[config.mk]
export PLATFORM = sky130hd
export DESIGN_NAME = dpt_cmd_timing
export DESIGN_NICKNAME = d
export VERILOG_FILES = /design/src/dpt_cmd_timing.v
export VERILOG_INCLUDE_DIRS = /design/src
export SDC_FILE = /design/constraint.sdc
export NUM_CORES = 1
export LEC_CHECK = 0
export ABC_AREA = 1
export BUFFER_PORTS_ARGS = -buffer_cell sky130_fd_sc_hd__buf_4
export CORE_MARGIN = 3
export CORE_UTILIZATION = 56
export DETAILED_ROUTE_END_ITERATION = 16
export HOLD_SLACK_MARGIN = 0.15
export PLACE_DENSITY = 0.81
export RECOVER_POWER = 100
export SETUP_SLACK_MARGIN = 0.5
export SKIP_LAST_GASP = 1
export SLEW_MARGIN = 20
export SYNTH_ARGS = -nofsm -noshare
export SYNTH_HDL_FRONTEND = slang
export SYNTH_SLANG_ARGS = --single-unit
[constraint.sdc]
create_clock -name clk -period 3.6 [get_ports clk]
set_input_delay 1.08 -clock clk [delete_from_list [all_inputs] [get_ports clk]]
set_output_delay 1.08 -clock clk [all_outputs]
set_load 0.05 [all_outputs]
[src/dpt_timing_map.vh]
`ifndef DPT_TIMING_MAP_VH
`define DPT_TIMING_MAP_VH

// ----------------------------------------
// clock and pin field layout
// ----------------------------------------
`define DPT_CLK_NS 40
`define DPT_PIN_W 16
`define DPT_PIN_CK 15
`define DPT_PIN_CKE 14
`define DPT_PIN_CSN 13
`define DPT_PIN_PAR 12
`define DPT_PIN_CMD_HI 11
`define DPT_PIN_CMD_LO 8
`define DPT_PIN_ADDR_HI 7
`define DPT_PIN_ADDR_LO 0
`define DPT_CMD_W 4
`define DPT_ADDR_W 8

// ----------------------------------------
// command codes
// ----------------------------------------
`define DPT_CMD_DES 4'hf

// ----------------------------------------
// timing in device clock edges (nCK)
// ----------------------------------------
`define DPT_CPDED_NCK 3'h4
`define DPT_PL_NCK 2'h1
`define DPT_PAR_ALERT_NCK 8'h40
`define DPT_CRC_ALERT_NCK 8'h08
`define DPT_CNT_ZERO 8'h00

// ----------------------------------------
// timing in nanoseconds and clk cycles
// ----------------------------------------
`define DPT_CRC_ON_MIN_NS 3
`define DPT_CRC_ON_MAX_NS 13
`define DPT_CRC_ON_MIN_CYC ((`DPT_CRC_ON_MIN_NS + `DPT_CLK_NS - 1) / `DPT_CLK_NS)
`define DPT_CRC_ON_MAX_RAW (`DPT_CRC_ON_MAX_NS / `DPT_CLK_NS)
`define DPT_CRC_ON_MAX_CYC ((`DPT_CRC_ON_MAX_RAW < 1) ? 1 : `DPT_CRC_ON_MAX_RAW)

`endif

[src/dpt_cmd_timing.v]
// Functional notes
// - device may decode commands up to 4 nCK after clock-enable falls
// - commands within parity latency of an errant command are not executed
// - alert asserts within parity latency plus 6 ns of parity error
// - parity alert held low between 56 and 128 nCK
// - write CRC mismatch drives alert within 3 to 13 ns
// - CRC alert held low between 6 and 10 nCK
`timescale 1ns/1ps
`default_nettype none
`include "dpt_timing_map.vh"

module dpt_cmd_timing (
    input wire clk,
    input wire rst,
    input wire ckPin,
    input wire ckePin,
    input wire csPinN,
    input wire [`DPT_CMD_W-1:0] cmdPin,
    input wire [`DPT_ADDR_W-1:0] addrPin,
    input wire parPin,
    input wire parEn,
    input wire parPersist,
    input wire parErrClr,
    input wire crcErrPulse,
    output reg cmdValid,
    output reg [`DPT_CMD_W-1:0] cmdCode,
    output reg [`DPT_ADDR_W-1:0] cmdAddr,
    output reg cmdPathOn,
    output reg parErrFlag,
    output reg alertN
);

    // ----------------------------------------
    // pin synchronisers
    // ----------------------------------------
    reg [`DPT_PIN_W-1:0] pinMeta_reg;
    reg [`DPT_PIN_W-1:0] pinSync_reg;
    reg ckPrev_reg;
    wire [`DPT_PIN_W-1:0] pinRaw;
    wire ckRise;
    wire ckeNow;
    wire csNowN;
    wire parNow;
    wire [`DPT_CMD_W-1:0] cmdNow;
    wire [`DPT_ADDR_W-1:0] addrNow;

    // every pin passes two flops; ck edges are found after the same
    // delay, so command fields and their edge stay aligned
    assign pinRaw = {ckPin, ckePin, csPinN, parPin, cmdPin, addrPin};

    always @(posedge clk or posedge rst) begin
        if (rst) begin
            pinMeta_reg <= {`DPT_PIN_W{1'b0}};
            pinSync_reg <= {`DPT_PIN_W{1'b0}};
            ckPrev_reg <= 1'b0;
        end else begin
            pinMeta_reg <= pinRaw;
            pinSync_reg <= pinMeta_reg;
            ckPrev_reg <= pinSync_reg[`DPT_PIN_CK];
        end
    end

    // one-cycle enable on each rising device clock edge
    assign ckRise = pinSync_reg[`DPT_PIN_CK] & ~ckPrev_reg;
    assign ckeNow = pinSync_reg[`DPT_PIN_CKE];
    assign csNowN = pinSync_reg[`DPT_PIN_CSN];
    assign parNow = pinSync_reg[`DPT_PIN_PAR];
    assign cmdNow = pinSync_reg[`DPT_PIN_CMD_HI:`DPT_PIN_CMD_LO];
    assign addrNow = pinSync_reg[`DPT_PIN_ADDR_HI:`DPT_PIN_ADDR_LO];

    // ----------------------------------------
    // command path disable on clock-enable low
    // ----------------------------------------
    reg [2:0] pdCnt_reg;
    // counter stops once the path is off, so it cannot wrap

    always @(posedge clk or posedge rst) begin
        if (rst) begin
            pdCnt_reg <= 3'h0;
            cmdPathOn <= 1'b1;
        end else if (ckRise) begin
            if (ckeNow) begin
                pdCnt_reg <= 3'h0;
                cmdPathOn <= 1'b1;
            end else if (cmdPathOn) begin
                // decoding goes on until the fourth low edge
                if (pdCnt_reg == `DPT_CPDED_NCK - 3'h1) begin
                    cmdPathOn <= 1'b0;
                end
                pdCnt_reg <= pdCnt_reg + 3'h1;
            end
        end
    end

    // ----------------------------------------
    // parity check and latency stage
    // ----------------------------------------
    reg holdValid_reg;
    reg [`DPT_CMD_W-1:0] holdCmd_reg;
    reg [`DPT_ADDR_W-1:0] holdAddr_reg;
    reg [1:0] dropCnt_reg;
    wire cmdSeen;
    wire parChecking;
    wire parBad;

    // deselect and a high chip select carry no command
    assign cmdSeen = ckRise & cmdPathOn & ~csNowN & (cmdNow != `DPT_CMD_DES);
    // non-persistent mode stops checking until the flag is cleared
    assign parChecking = parEn & (parPersist | ~parErrFlag);
    assign parBad = cmdSeen & parChecking & (^{cmdNow, addrNow, parNow});

    // one-deep hold stage: a command leaves only after the next edge
    // has been checked, since an error there voids it as well

    always @(posedge clk or posedge rst) begin
        if (rst) begin
            holdValid_reg <= 1'b0;
            holdCmd_reg <= {`DPT_CMD_W{1'b0}};
            holdAddr_reg <= {`DPT_ADDR_W{1'b0}};
            dropCnt_reg <= 2'h0;
            cmdValid <= 1'b0;
            cmdCode <= {`DPT_CMD_W{1'b0}};
            cmdAddr <= {`DPT_ADDR_W{1'b0}};
        end else begin
            cmdValid <= 1'b0;
            if (ckRise) begin
                // held command is released only once the next edge proves clean
                if (holdValid_reg && !parBad) begin
                    cmdValid <= 1'b1;
                    cmdCode <= holdCmd_reg;
                    cmdAddr <= holdAddr_reg;
                end
                if (parBad) begin
                    holdValid_reg <= 1'b0;
                    dropCnt_reg <= `DPT_PL_NCK;
                end else if (dropCnt_reg != 2'h0) begin
                    holdValid_reg <= 1'b0;
                    dropCnt_reg <= dropCnt_reg - 2'h1;
                end else begin
                    holdValid_reg <= cmdSeen;
                end
                holdCmd_reg <= cmdNow;
                holdAddr_reg <= addrNow;
            end
        end
    end

    // ----------------------------------------
    // parity error flag
    // ----------------------------------------
    // set wins over a clear in the same cycle, so an error is never lost
    // to a clear that software issued a moment too early
    always @(posedge clk or posedge rst) begin
        if (rst) begin
            parErrFlag <= 1'b0;
        end else if (parBad) begin
            parErrFlag <= 1'b1;
        end else if (parErrClr) begin
            parErrFlag <= 1'b0;
        end
    end

    // ----------------------------------------
    // write crc error capture
    // ----------------------------------------
    reg [7:0] alertCnt_reg;
    reg crcLoad;
    wire alertActive;

    assign alertActive = alertCnt_reg != `DPT_CNT_ZERO;

    // the 13 ns limit is shorter than one clk, so the pulse is not staged:
    // alert falls at the very edge that samples it
    // a crc error never shortens a longer parity alert already running
    always @* begin
        crcLoad = crcErrPulse & (alertCnt_reg < `DPT_CRC_ALERT_NCK);
    end

    // ----------------------------------------
    // alert width counter
    // ----------------------------------------
    // width is counted in device clock edges: a stopped ck freezes the
    // alert, a limitation the controller must keep in mind
    always @(posedge clk or posedge rst) begin
        if (rst) begin
            alertCnt_reg <= `DPT_CNT_ZERO;
        end else if (parBad) begin
            alertCnt_reg <= `DPT_PAR_ALERT_NCK;
        end else if (crcLoad) begin
            alertCnt_reg <= `DPT_CRC_ALERT_NCK;
        end else if (ckRise && alertActive) begin
            alertCnt_reg <= alertCnt_reg - 8'h01;
        end
    end

    // ----------------------------------------
    // alert output
    // ----------------------------------------
    // low the clk after detection, well inside parity latency
    always @(posedge clk or posedge rst) begin
        if (rst) begin
            alertN <= 1'b1;
        end else begin
            alertN <= ~(parBad | crcLoad | alertActive);
        end
    end

endmodule // dpt_cmd_timing
`default_nettype wire

Yosys cells after proc, flatten, opt, wreduce, memory -nomap -nowiden
Cells that the tools add are included.
- $lt $le $gt $ge: 1
- bitwise logic cells: 15
- equal/unequal tests: 2
- reduce and logical (&&, ||, !) cells: 13
- add/sub/neg operators: 3
- multiplexer cells: 16
- operator list (kind ; count):
    2-to-1 mux 8 bit ; 3
    parity 13 bit ; 1
    2-to-1 mux 1 bit ; 9
    AND 1 bit ; 8
    less-than comparator 8 x 4 -> 1 bit (second input constant) ; 1
    nonzero test 2 bit ; 4
    nonzero test 8 bit ; 1
    subtractor 8 x 1 -> 8 bit (second input constant) ; 1
    2-to-1 mux 3 bit ; 2
    AND reduction 2 bit ; 3
    2-to-1 mux 2 bit ; 2
    != test 4 bit (second input constant) ; 1
    inverter 1 bit ; 4
    adder 3 x 1 -> 3 bit (second input constant) ; 1
    equality test 3 x 2 -> 1 bit (second input constant) ; 1
    bitwise OR 1 bit ; 3
    nonzero test 3 bit ; 1
    logical AND 1 bit ; 2
    subtractor 2 x 1 -> 2 bit (second input constant) ; 1
    logical NOT 1 bit ; 1
- flip-flop bits (word level): 75
- bits of input ports: 22
- output and inout port bits: 16

Longest topological paths before layout
Gate-level depths: netlist of the first run.
- word-level depth: 11
- gate-level depth with buffers: 14
- depth with buffers taken out: 13

Worst setup path after synthesis of the first run
OpenSTA, ideal clock, no wires.
- kind: input-to-reg
- from: input port parPersist
- to: register cmdAddr[1]
- buffers on the path: 1
- arrival time: 1.874 ns
- path slack: 1.608 ns
- required time: 3.482 ns
- stages: 7
- cells stage by stage: o21ai_0 -> nor2_4 -> nand3_4 -> nand2_4 -> buf_4 -> nand2_1 -> nand2_1
- cells in the longest elaborated chain, start to end: 7
- RTL lines (element ; line ; RTL):
    start: declaration ; dpt_cmd_timing.v:22 ; input wire parPersist,
    bitwise OR 1 bit ; dpt_cmd_timing.v:109 ; assign parChecking = parEn & (parPersist | ~parErrFlag);
    AND 1 bit ; dpt_cmd_timing.v:109 ;
    AND 1 bit (2 in a row) ; dpt_cmd_timing.v:110 ; assign parBad = cmdSeen & parChecking & (^{cmdNow, addrNow, parNow});
    logical NOT 1 bit ; dpt_cmd_timing.v:128 ; if (holdValid_reg && !parBad) begin
    logical AND 1 bit ; dpt_cmd_timing.v:128 ;
    AND reduction 2 bit (no source line) ; - ;
    end signal: assignment ; dpt_cmd_timing.v:123 ; cmdAddr <= {`DPT_ADDR_W{1'b0}};
    end signal: assignment ; dpt_cmd_timing.v:131 ; cmdAddr <= holdAddr_reg;
    end: declaration ; dpt_cmd_timing.v:27 ; output reg [`DPT_ADDR_W-1:0] cmdAddr,
Every way passes these cells.
A chain may end at the register's enable or synchronous reset.

Final worst setup path of the first run
- from: register pinSync_reg[15]
- to: register alertCnt_reg[4]
- cells in the longest elaborated chain, start to end: 7
- RTL lines (element ; line ; RTL):
    start: declaration ; dpt_cmd_timing.v:37 ; reg [`DPT_PIN_W-1:0] pinSync_reg;
    start signal: assignment ; dpt_cmd_timing.v:54 ; pinSync_reg <= {`DPT_PIN_W{1'b0}};
    start signal: assignment ; dpt_cmd_timing.v:58 ; pinSync_reg <= pinMeta_reg;
    AND 1 bit (*) ; dpt_cmd_timing.v:64 ; assign ckRise = pinSync_reg[`DPT_PIN_CK] & ~ckPrev_reg;
    AND 1 bit (3 in a row) ; dpt_cmd_timing.v:107 ; assign cmdSeen = ckRise & cmdPathOn & ~csNowN & (cmdNow != `DPT_CMD_DES);
    AND 1 bit (2 in a row) ; dpt_cmd_timing.v:110 ;
    nonzero test 3 bit (no source line) or 2-to-1 mux 8 bit (tied branches) ; - ;
    end signal: assignment ; dpt_cmd_timing.v:186 ; alertCnt_reg <= `DPT_CNT_ZERO;
    end signal: assignment ; dpt_cmd_timing.v:188 ; alertCnt_reg <= `DPT_PAR_ALERT_NCK;
    end signal: assignment ; dpt_cmd_timing.v:190 ; alertCnt_reg <= `DPT_CRC_ALERT_NCK;
    end: declaration ; dpt_cmd_timing.v:166 ; reg [7:0] alertCnt_reg;
Every way passes the cells marked *; elsewhere a longest branch is shown, timed or not.

==> results of run 1 <==
==> placed cells by master, fill, tap and decap left out, types with 2 or more instances in the layout <==
| master | n |
|---|---|
| nand2_1 | 121 |
| dfrtp_1 | 73 |
| inv_1 | 36 |
| clkbuf_1 | 19 |
| clkbuf_4 | 17 |
| o21ai_0 | 16 |
| nor2_1 | 15 |
| clkbuf_8 | 11 |
| nand3_1 | 10 |
| xor2_1 | 5 |
| ha_1 | 5 |
| buf_4 | 4 |
| nand4_1 | 3 |
| a21oi_1 | 2 |
| nor3_1 | 2 |
| o22ai_1 | 2 |
| dfstp_2 | 2 |
| clkinv_2 | 2 |
==> cell families (layout without fill, tap and decap cells) <==
group                    after synthesis  count (layout)  share of synthesized area, %
AO/OA/AOI/OAI                         23              23                         4.385
XOR/XNOR                               6               6                         1.771
adder cells (fa/ha/maj)                5               5                         2.108
buffers and inverters                 42              91                         5.944
flip-flops                            75              75                         63.32
AND/OR/NAND/NOR                      158             158                         22.47
==> critical path: stages, from the launching register on <==
cell	delay (ps)
dfrtp_1	380
inv_1	50
or2_0	1060
inv_1	410
nand2_2	270
inv_1	120
nand2_1	90
xor2_1	140
nor2_1	50
==> power breakdown <==
part | leakage (nW) | switching [mW] | internal [mW]
Combinational | 0.783 | 0.581 | 0.205
Sequential | 0.916 | 0.0973 | 1.02
Clock | 0.0905 | 0.265 | 0.286
Total | 1.79 | 0.944 | 1.51
==> metal layers <==
metal	wire, um	global-route usage, %	up-vias
met5	0	0	-
met4	89	8.566	0
met3	242	6.236	10
met2	2289	29.03	45
met1	2069	20.39	956
li1	-	-	1040
==> cell type report <==
type / count / area, um^2
Inverter: 37 / 138.9
Multi-Input combinational cell: 192 / 895.9
Sequential cell: 75 / 1879
Timing Repair Buffer: 38 / 222.7
Fill cell: 412 / 1518
Clock inverter: 2 / 10.01
Tap cell: 67 / 83.83
Clock buffer: 14 / 162.7
==> through the flow <==
| step | worst slack (ps) | power, mW | utilization [%] | hold WS [ps] |
|---|---|---|---|---|
| after floorplan | 613.3 | 1.754 | - | 331.2 |
| after global placement | 1406 | 1.966 | 67.44 | 331.4 |
| after detailed placement | 1352 | 1.995 | 67.44 | 335.5 |
| after CTS | 1421 | 2.553 | 70.96 | 349.9 |
| after global routing | 612.4 | 2.620 | 69.10 | 357.4 |
| final | 910.4 | 2.456 | 69.10 | 345.0 |
==> worst paths after layout <==
kind	startpoint	to	slack (ps)	cells past startpoint
min in group asynchronous	rst	pinMeta_reg[15]	1030	2
min	pinMeta_reg[7]	pinSync_reg[7]	350	0
min reg2reg	pinMeta_reg[7]	pinSync_reg[7]	350	0
max	pinSync_reg[15]	alertCnt_reg[4]	910	8
max reg2reg	pinSync_reg[15]	alertCnt_reg[4]	910	8
max in group asynchronous	rst	holdValid_reg	1000	3
==> flow_summary.ini, run 1 <==
[synthesis]
synth.most_common_cell = nand2_1
seq_area_frac_synth_pct = 63.32
avgSynthCellArea_um2 = 9.605
synthFlopType = dfrtp_1
syn_inst = 309
synthTopCellsByCount = 121 x nand2_1, 73 x dfrtp_1, 36 x inv_1, 15 x nor2_1, 15 x o21ai_0
syn_nets = 336
ys_seq_elements = 75
netlist_area_um2 = 2968
synth_area_leaders = dfrtp_1 62%, nand2_1 15%, inv_1 4.6%, o21ai_0 2.5%, ha_1 2.1%
synth_warnings = 0
synth_largest_area_cell = dfrtp_1
netlist.area_leader.share_pct = 61.55
ys_types = 30
synth_edf_count = 0
ys_async_sr_fraction_pct = 100.0

[drt]
drc_errors = 0
via_per_inst = 4.826
drtIter0Drc = 129
wl_per_cell_um = 11.04
vias = 2051
drtAntennaViolNets = 0
drtPass1Iterations = 4
drt-total-wl_um = 4691

[power]
leakage_nw = 1.789
pwr_density_cell_nw_per_um2 = 723.9
vdd_drop_max_uv = 365.7

[setup_path]
critical_path_class = flip-flop to flip-flop
cp_max_fo = 28
crit_required_ps = 3820
endpoint_kind = flip-flop
cp-start-kind = flip-flop
worst-endpoint-arrival_ps = 2910

[placed_design]
placed_cells = 409
postPlaceCellArea_um2 = 3312
portBuffers = 37
gp_congestion = 0.8299
post-dp-hpwl_um = 3385

[grt]
antenna_found_initial = 0
grt_pass1_wl_um = 8362
grt_pass1_vias = 2065
grt_max_degree = 43
grt_overflow_total = 0
gr-usage-all-layers_pct = 17.58

[worst_hold_path]
hold_class = flip-flop to flip-flop

[cells_and_area]
drive_gt1_share_pct = 12.01
postLayoutCellArea_um2 = 3393
num_antenna_cells = 0
synthToLayoutAreaGrowth_pct = 14.33
nets = 380
fin_cells = 425

[clock_network]
cts_htree_levels = 3
cts_tree = built
clkLatencyLatePin_ps = 340
hold_buffers = 0
clk_path_buf_depth = 2
cts.sinks = 75
cts_root_buffer = clkbuf_8
clkTransAtPathRegs_ps = 70
post_cts_buffers = 0
cts_buffers = 9
cts_resized = 0

[sta]
tns_ps = 0
relSlewSlack_pct = 4.436
fmax_mhz = 371.8
period_share_pct = 74.71
worst_pin_slew_ps = 1433
hold_viol = 0
rsz0062_at_grt = no
maxSlewViolCount = 0
skew_ps = 5.541
timing.final.crit_period_ps = 2690
setup_viol = 0

[floorplanning]
die_w_um = 78.80
dieArea_um2 = 6209
die_y_um = 78.80
rows = 25
ioPinCount = 38
coreArea_um2 = 4911
start_util_pct = 60.43

[outcome]
status = complete, no violations

[flow_run]
maxCapViolations = 0
(Power assumes the default switching activity.)
==> run 2: changes to the inputs <==
Clock period 3.6 ns to 2.8 ns, I/O delays scaled along.
==> run 2 against run 1 <==
- clock-buffer cell count down 3
- worst hold slack worse by 5.3 ps
- cell count up 0.24%
- combinational power up 30%
- global-route usage up 0.56 points
- clock skew up 5.6 ps
- first-iteration DRC count down 35%
- power up 36%
- via count up 1.5%
- critical endpoint is now cmdPathOn
- highest routed layer unchanged
==> flow_summary.ini, run 2 (synthesis gave the netlist of run 1 again) <==
[drt]
wl_met1_um = 2154
wl_met3_um = 227
drtPass1Iterations = 4
wl_per_cell_um = 11.34
drc_errors = 0
wl_met2_um = 2278
drt-total-wl_um = 4830
vias = 2082
top_layer_used = met4
drtIter0Drc = 84
via_per_inst = 4.887
drtAntennaViolNets = 0

[setup_path]
max_stage_delay_ps = 550
crit_required_ps = 1960
cp-start-kind = flip-flop
rr_worst_depth = 10
path_cells = clkbuf_1
cp_max_fo = 3
endpoint_kind = output port
critical_path_class = flip-flop to output port
r2r-end = cmdAddr[1]
worst-endpoint-arrival_ps = 1350
slowest_stage = dfstp_2
r2r_start = pinSync_reg[15]
crit_family = flip-flops
r2r_slack_ps = 670
worst-path-buf-inv = 1

[clock_network]
cts_tree = built
clkTransAtPathRegs_ps = 70
clkLatencyLatePin_ps = 340
cts_root_buffer = clkbuf_8
cts_htree_levels = 3
cts_buffers = 9
cts.sinks = 75
clk_path_buf_depth = 2
post_cts_buffers = 0
cts_resized = 0
hold_buffers = 0

[floorplanning]
rows = 25
dieArea_um2 = 6209
start_util_pct = 60.43
ioPinCount = 38
coreArea_um2 = 4911
die_w_um = 78.80
die_y_um = 78.80

[cells_and_area]
final_common_cell = nand2_1
num_antenna_cells = 0
drive_gt1_share_pct = 12.81
synthToLayoutAreaGrowth_pct = 16.36
fin_cells = 426
nets = 381
layout_common_cells = 121 x nand2_1, 73 x dfrtp_1, 35 x inv_1, 18 x clkbuf_1, 17 x clkbuf_4
final_util_pct = 70.32

[sta]
relSlewSlack_pct = 28.23
skew_ps = 11.12
setup_viol = 0
fmax_mhz = 456.0
hold_viol = 0
tns_ps = 0
timing.final.crit_period_ps = 2193
maxSlewViolCount = 0
worst_pin_slew_ps = 1071
period_share_pct = 78.32
rsz0062_at_grt = no

[power]
swShare_pct = 37.55
p_int_mw = 2.080
leakage_nw = 1.806
pwr_density_cell_nw_per_um2 = 964.3
combinationalPowerShare_pct = 30.7
switchingPower_mw = 1.250
seqPwrFrac_pct = 43.2
vdd_drop_max_uv = 451.8
p_clk_share_pct = 26.1

[outcome]
status = complete, no violations

[grt]
grt_pass1_vias = 2007
antenna_found_initial = 0
grt_overflow_total = 0
grt_pass1_wl_um = 8521
gr-usage-all-layers_pct = 18.15
grt_max_degree = 53

[placed_design]
placed_cells = 410
gp_congestion = 0.8428
post-dp-hpwl_um = 3452
portBuffers = 37

[flow_run]
maxCapViolations = 0

[worst_hold_path]
hp-start = pinMeta_reg[13]
hold_depth = 0
hold_class = flip-flop to flip-flop
worst_hold_path.endpoint = pinSync_reg[13]
==> run 2: power by group through the flow <==
| stage | combinational [mW] | clock (mW) | sequential [mW] |
|---|---|---|---|
| global route | 1.13 | 0.935 | 1.47 |
| global placement | 1.07 | 0 | 1.46 |
| CTS | 1.12 | 0.887 | 1.44 |
| floorplan | 0.462 | 0 | 1.79 |
| finish | 1.02 | 0.868 | 1.44 |
| detailed placement | 1.12 | 0 | 1.46 |
==> run 2: stage by stage <==
step	total power, mW	worst slack [ps]	hold WS, ps	area, um^2
2_1_floorplan	2.255	1024	331.2	2972
6_report	3.330	607.0	339.7	3453
3_3_place_gp	2.528	852.7	331.5	3323
3_5_place_dp	2.578	776.2	334.7	3323
4_1_cts	3.453	856.5	340.7	3532
5_1_grt	3.533	471.2	343.0	3453
==> run 2: cell type report <==
type	instances	area, um^2
clock buffers	11	131.4
clock inverters	5	77.57
fillers	389	1458
inverters	37	140.1
multi-input cells	192	895.9
flip-flops and latches	75	1879
well taps	67	83.83
repair buffers	39	245.2
==> run 2: worst max path at each step <==
stage / startpoint / slack, ps / to / cells past startpoint
floorplan: cmdPathOn / 1020 / cmdAddr[1] / 10
global placement: parPersist / 850 / cmdCode[1] / 8
detailed placement: parPersist / 780 / cmdAddr[1] / 8
CTS: cmdPathOn / 860 / cmdPathOn / 1
global route: pinSync_reg[15] / 470 / cmdCode[0] / 10
finish: cmdPathOn / 610 / cmdPathOn / 1
==> run 2: layer usage <==
| layer | vias to the layer above | global-route usage, % |
|---|---|---|
| met5 | - | 0 |
| met4 | 0 | 13.29 |
| met3 | 14 | 3.855 |
| met2 | 47 | 29.46 |
| met1 | 980 | 21.28 |
| li1 | 1041 | - |
==> run 2: worst register-to-register path, stage by stage, from the launching register on <==
cell and delay, ps:
dfrtp_1 340, inv_1 40, or2_0 310, nor3_4 140, o21ai_0 210, nor2_4 120, nand3_1 300, nand2_4 270
inv_2 140, nand2_1 100, nand2_1 60
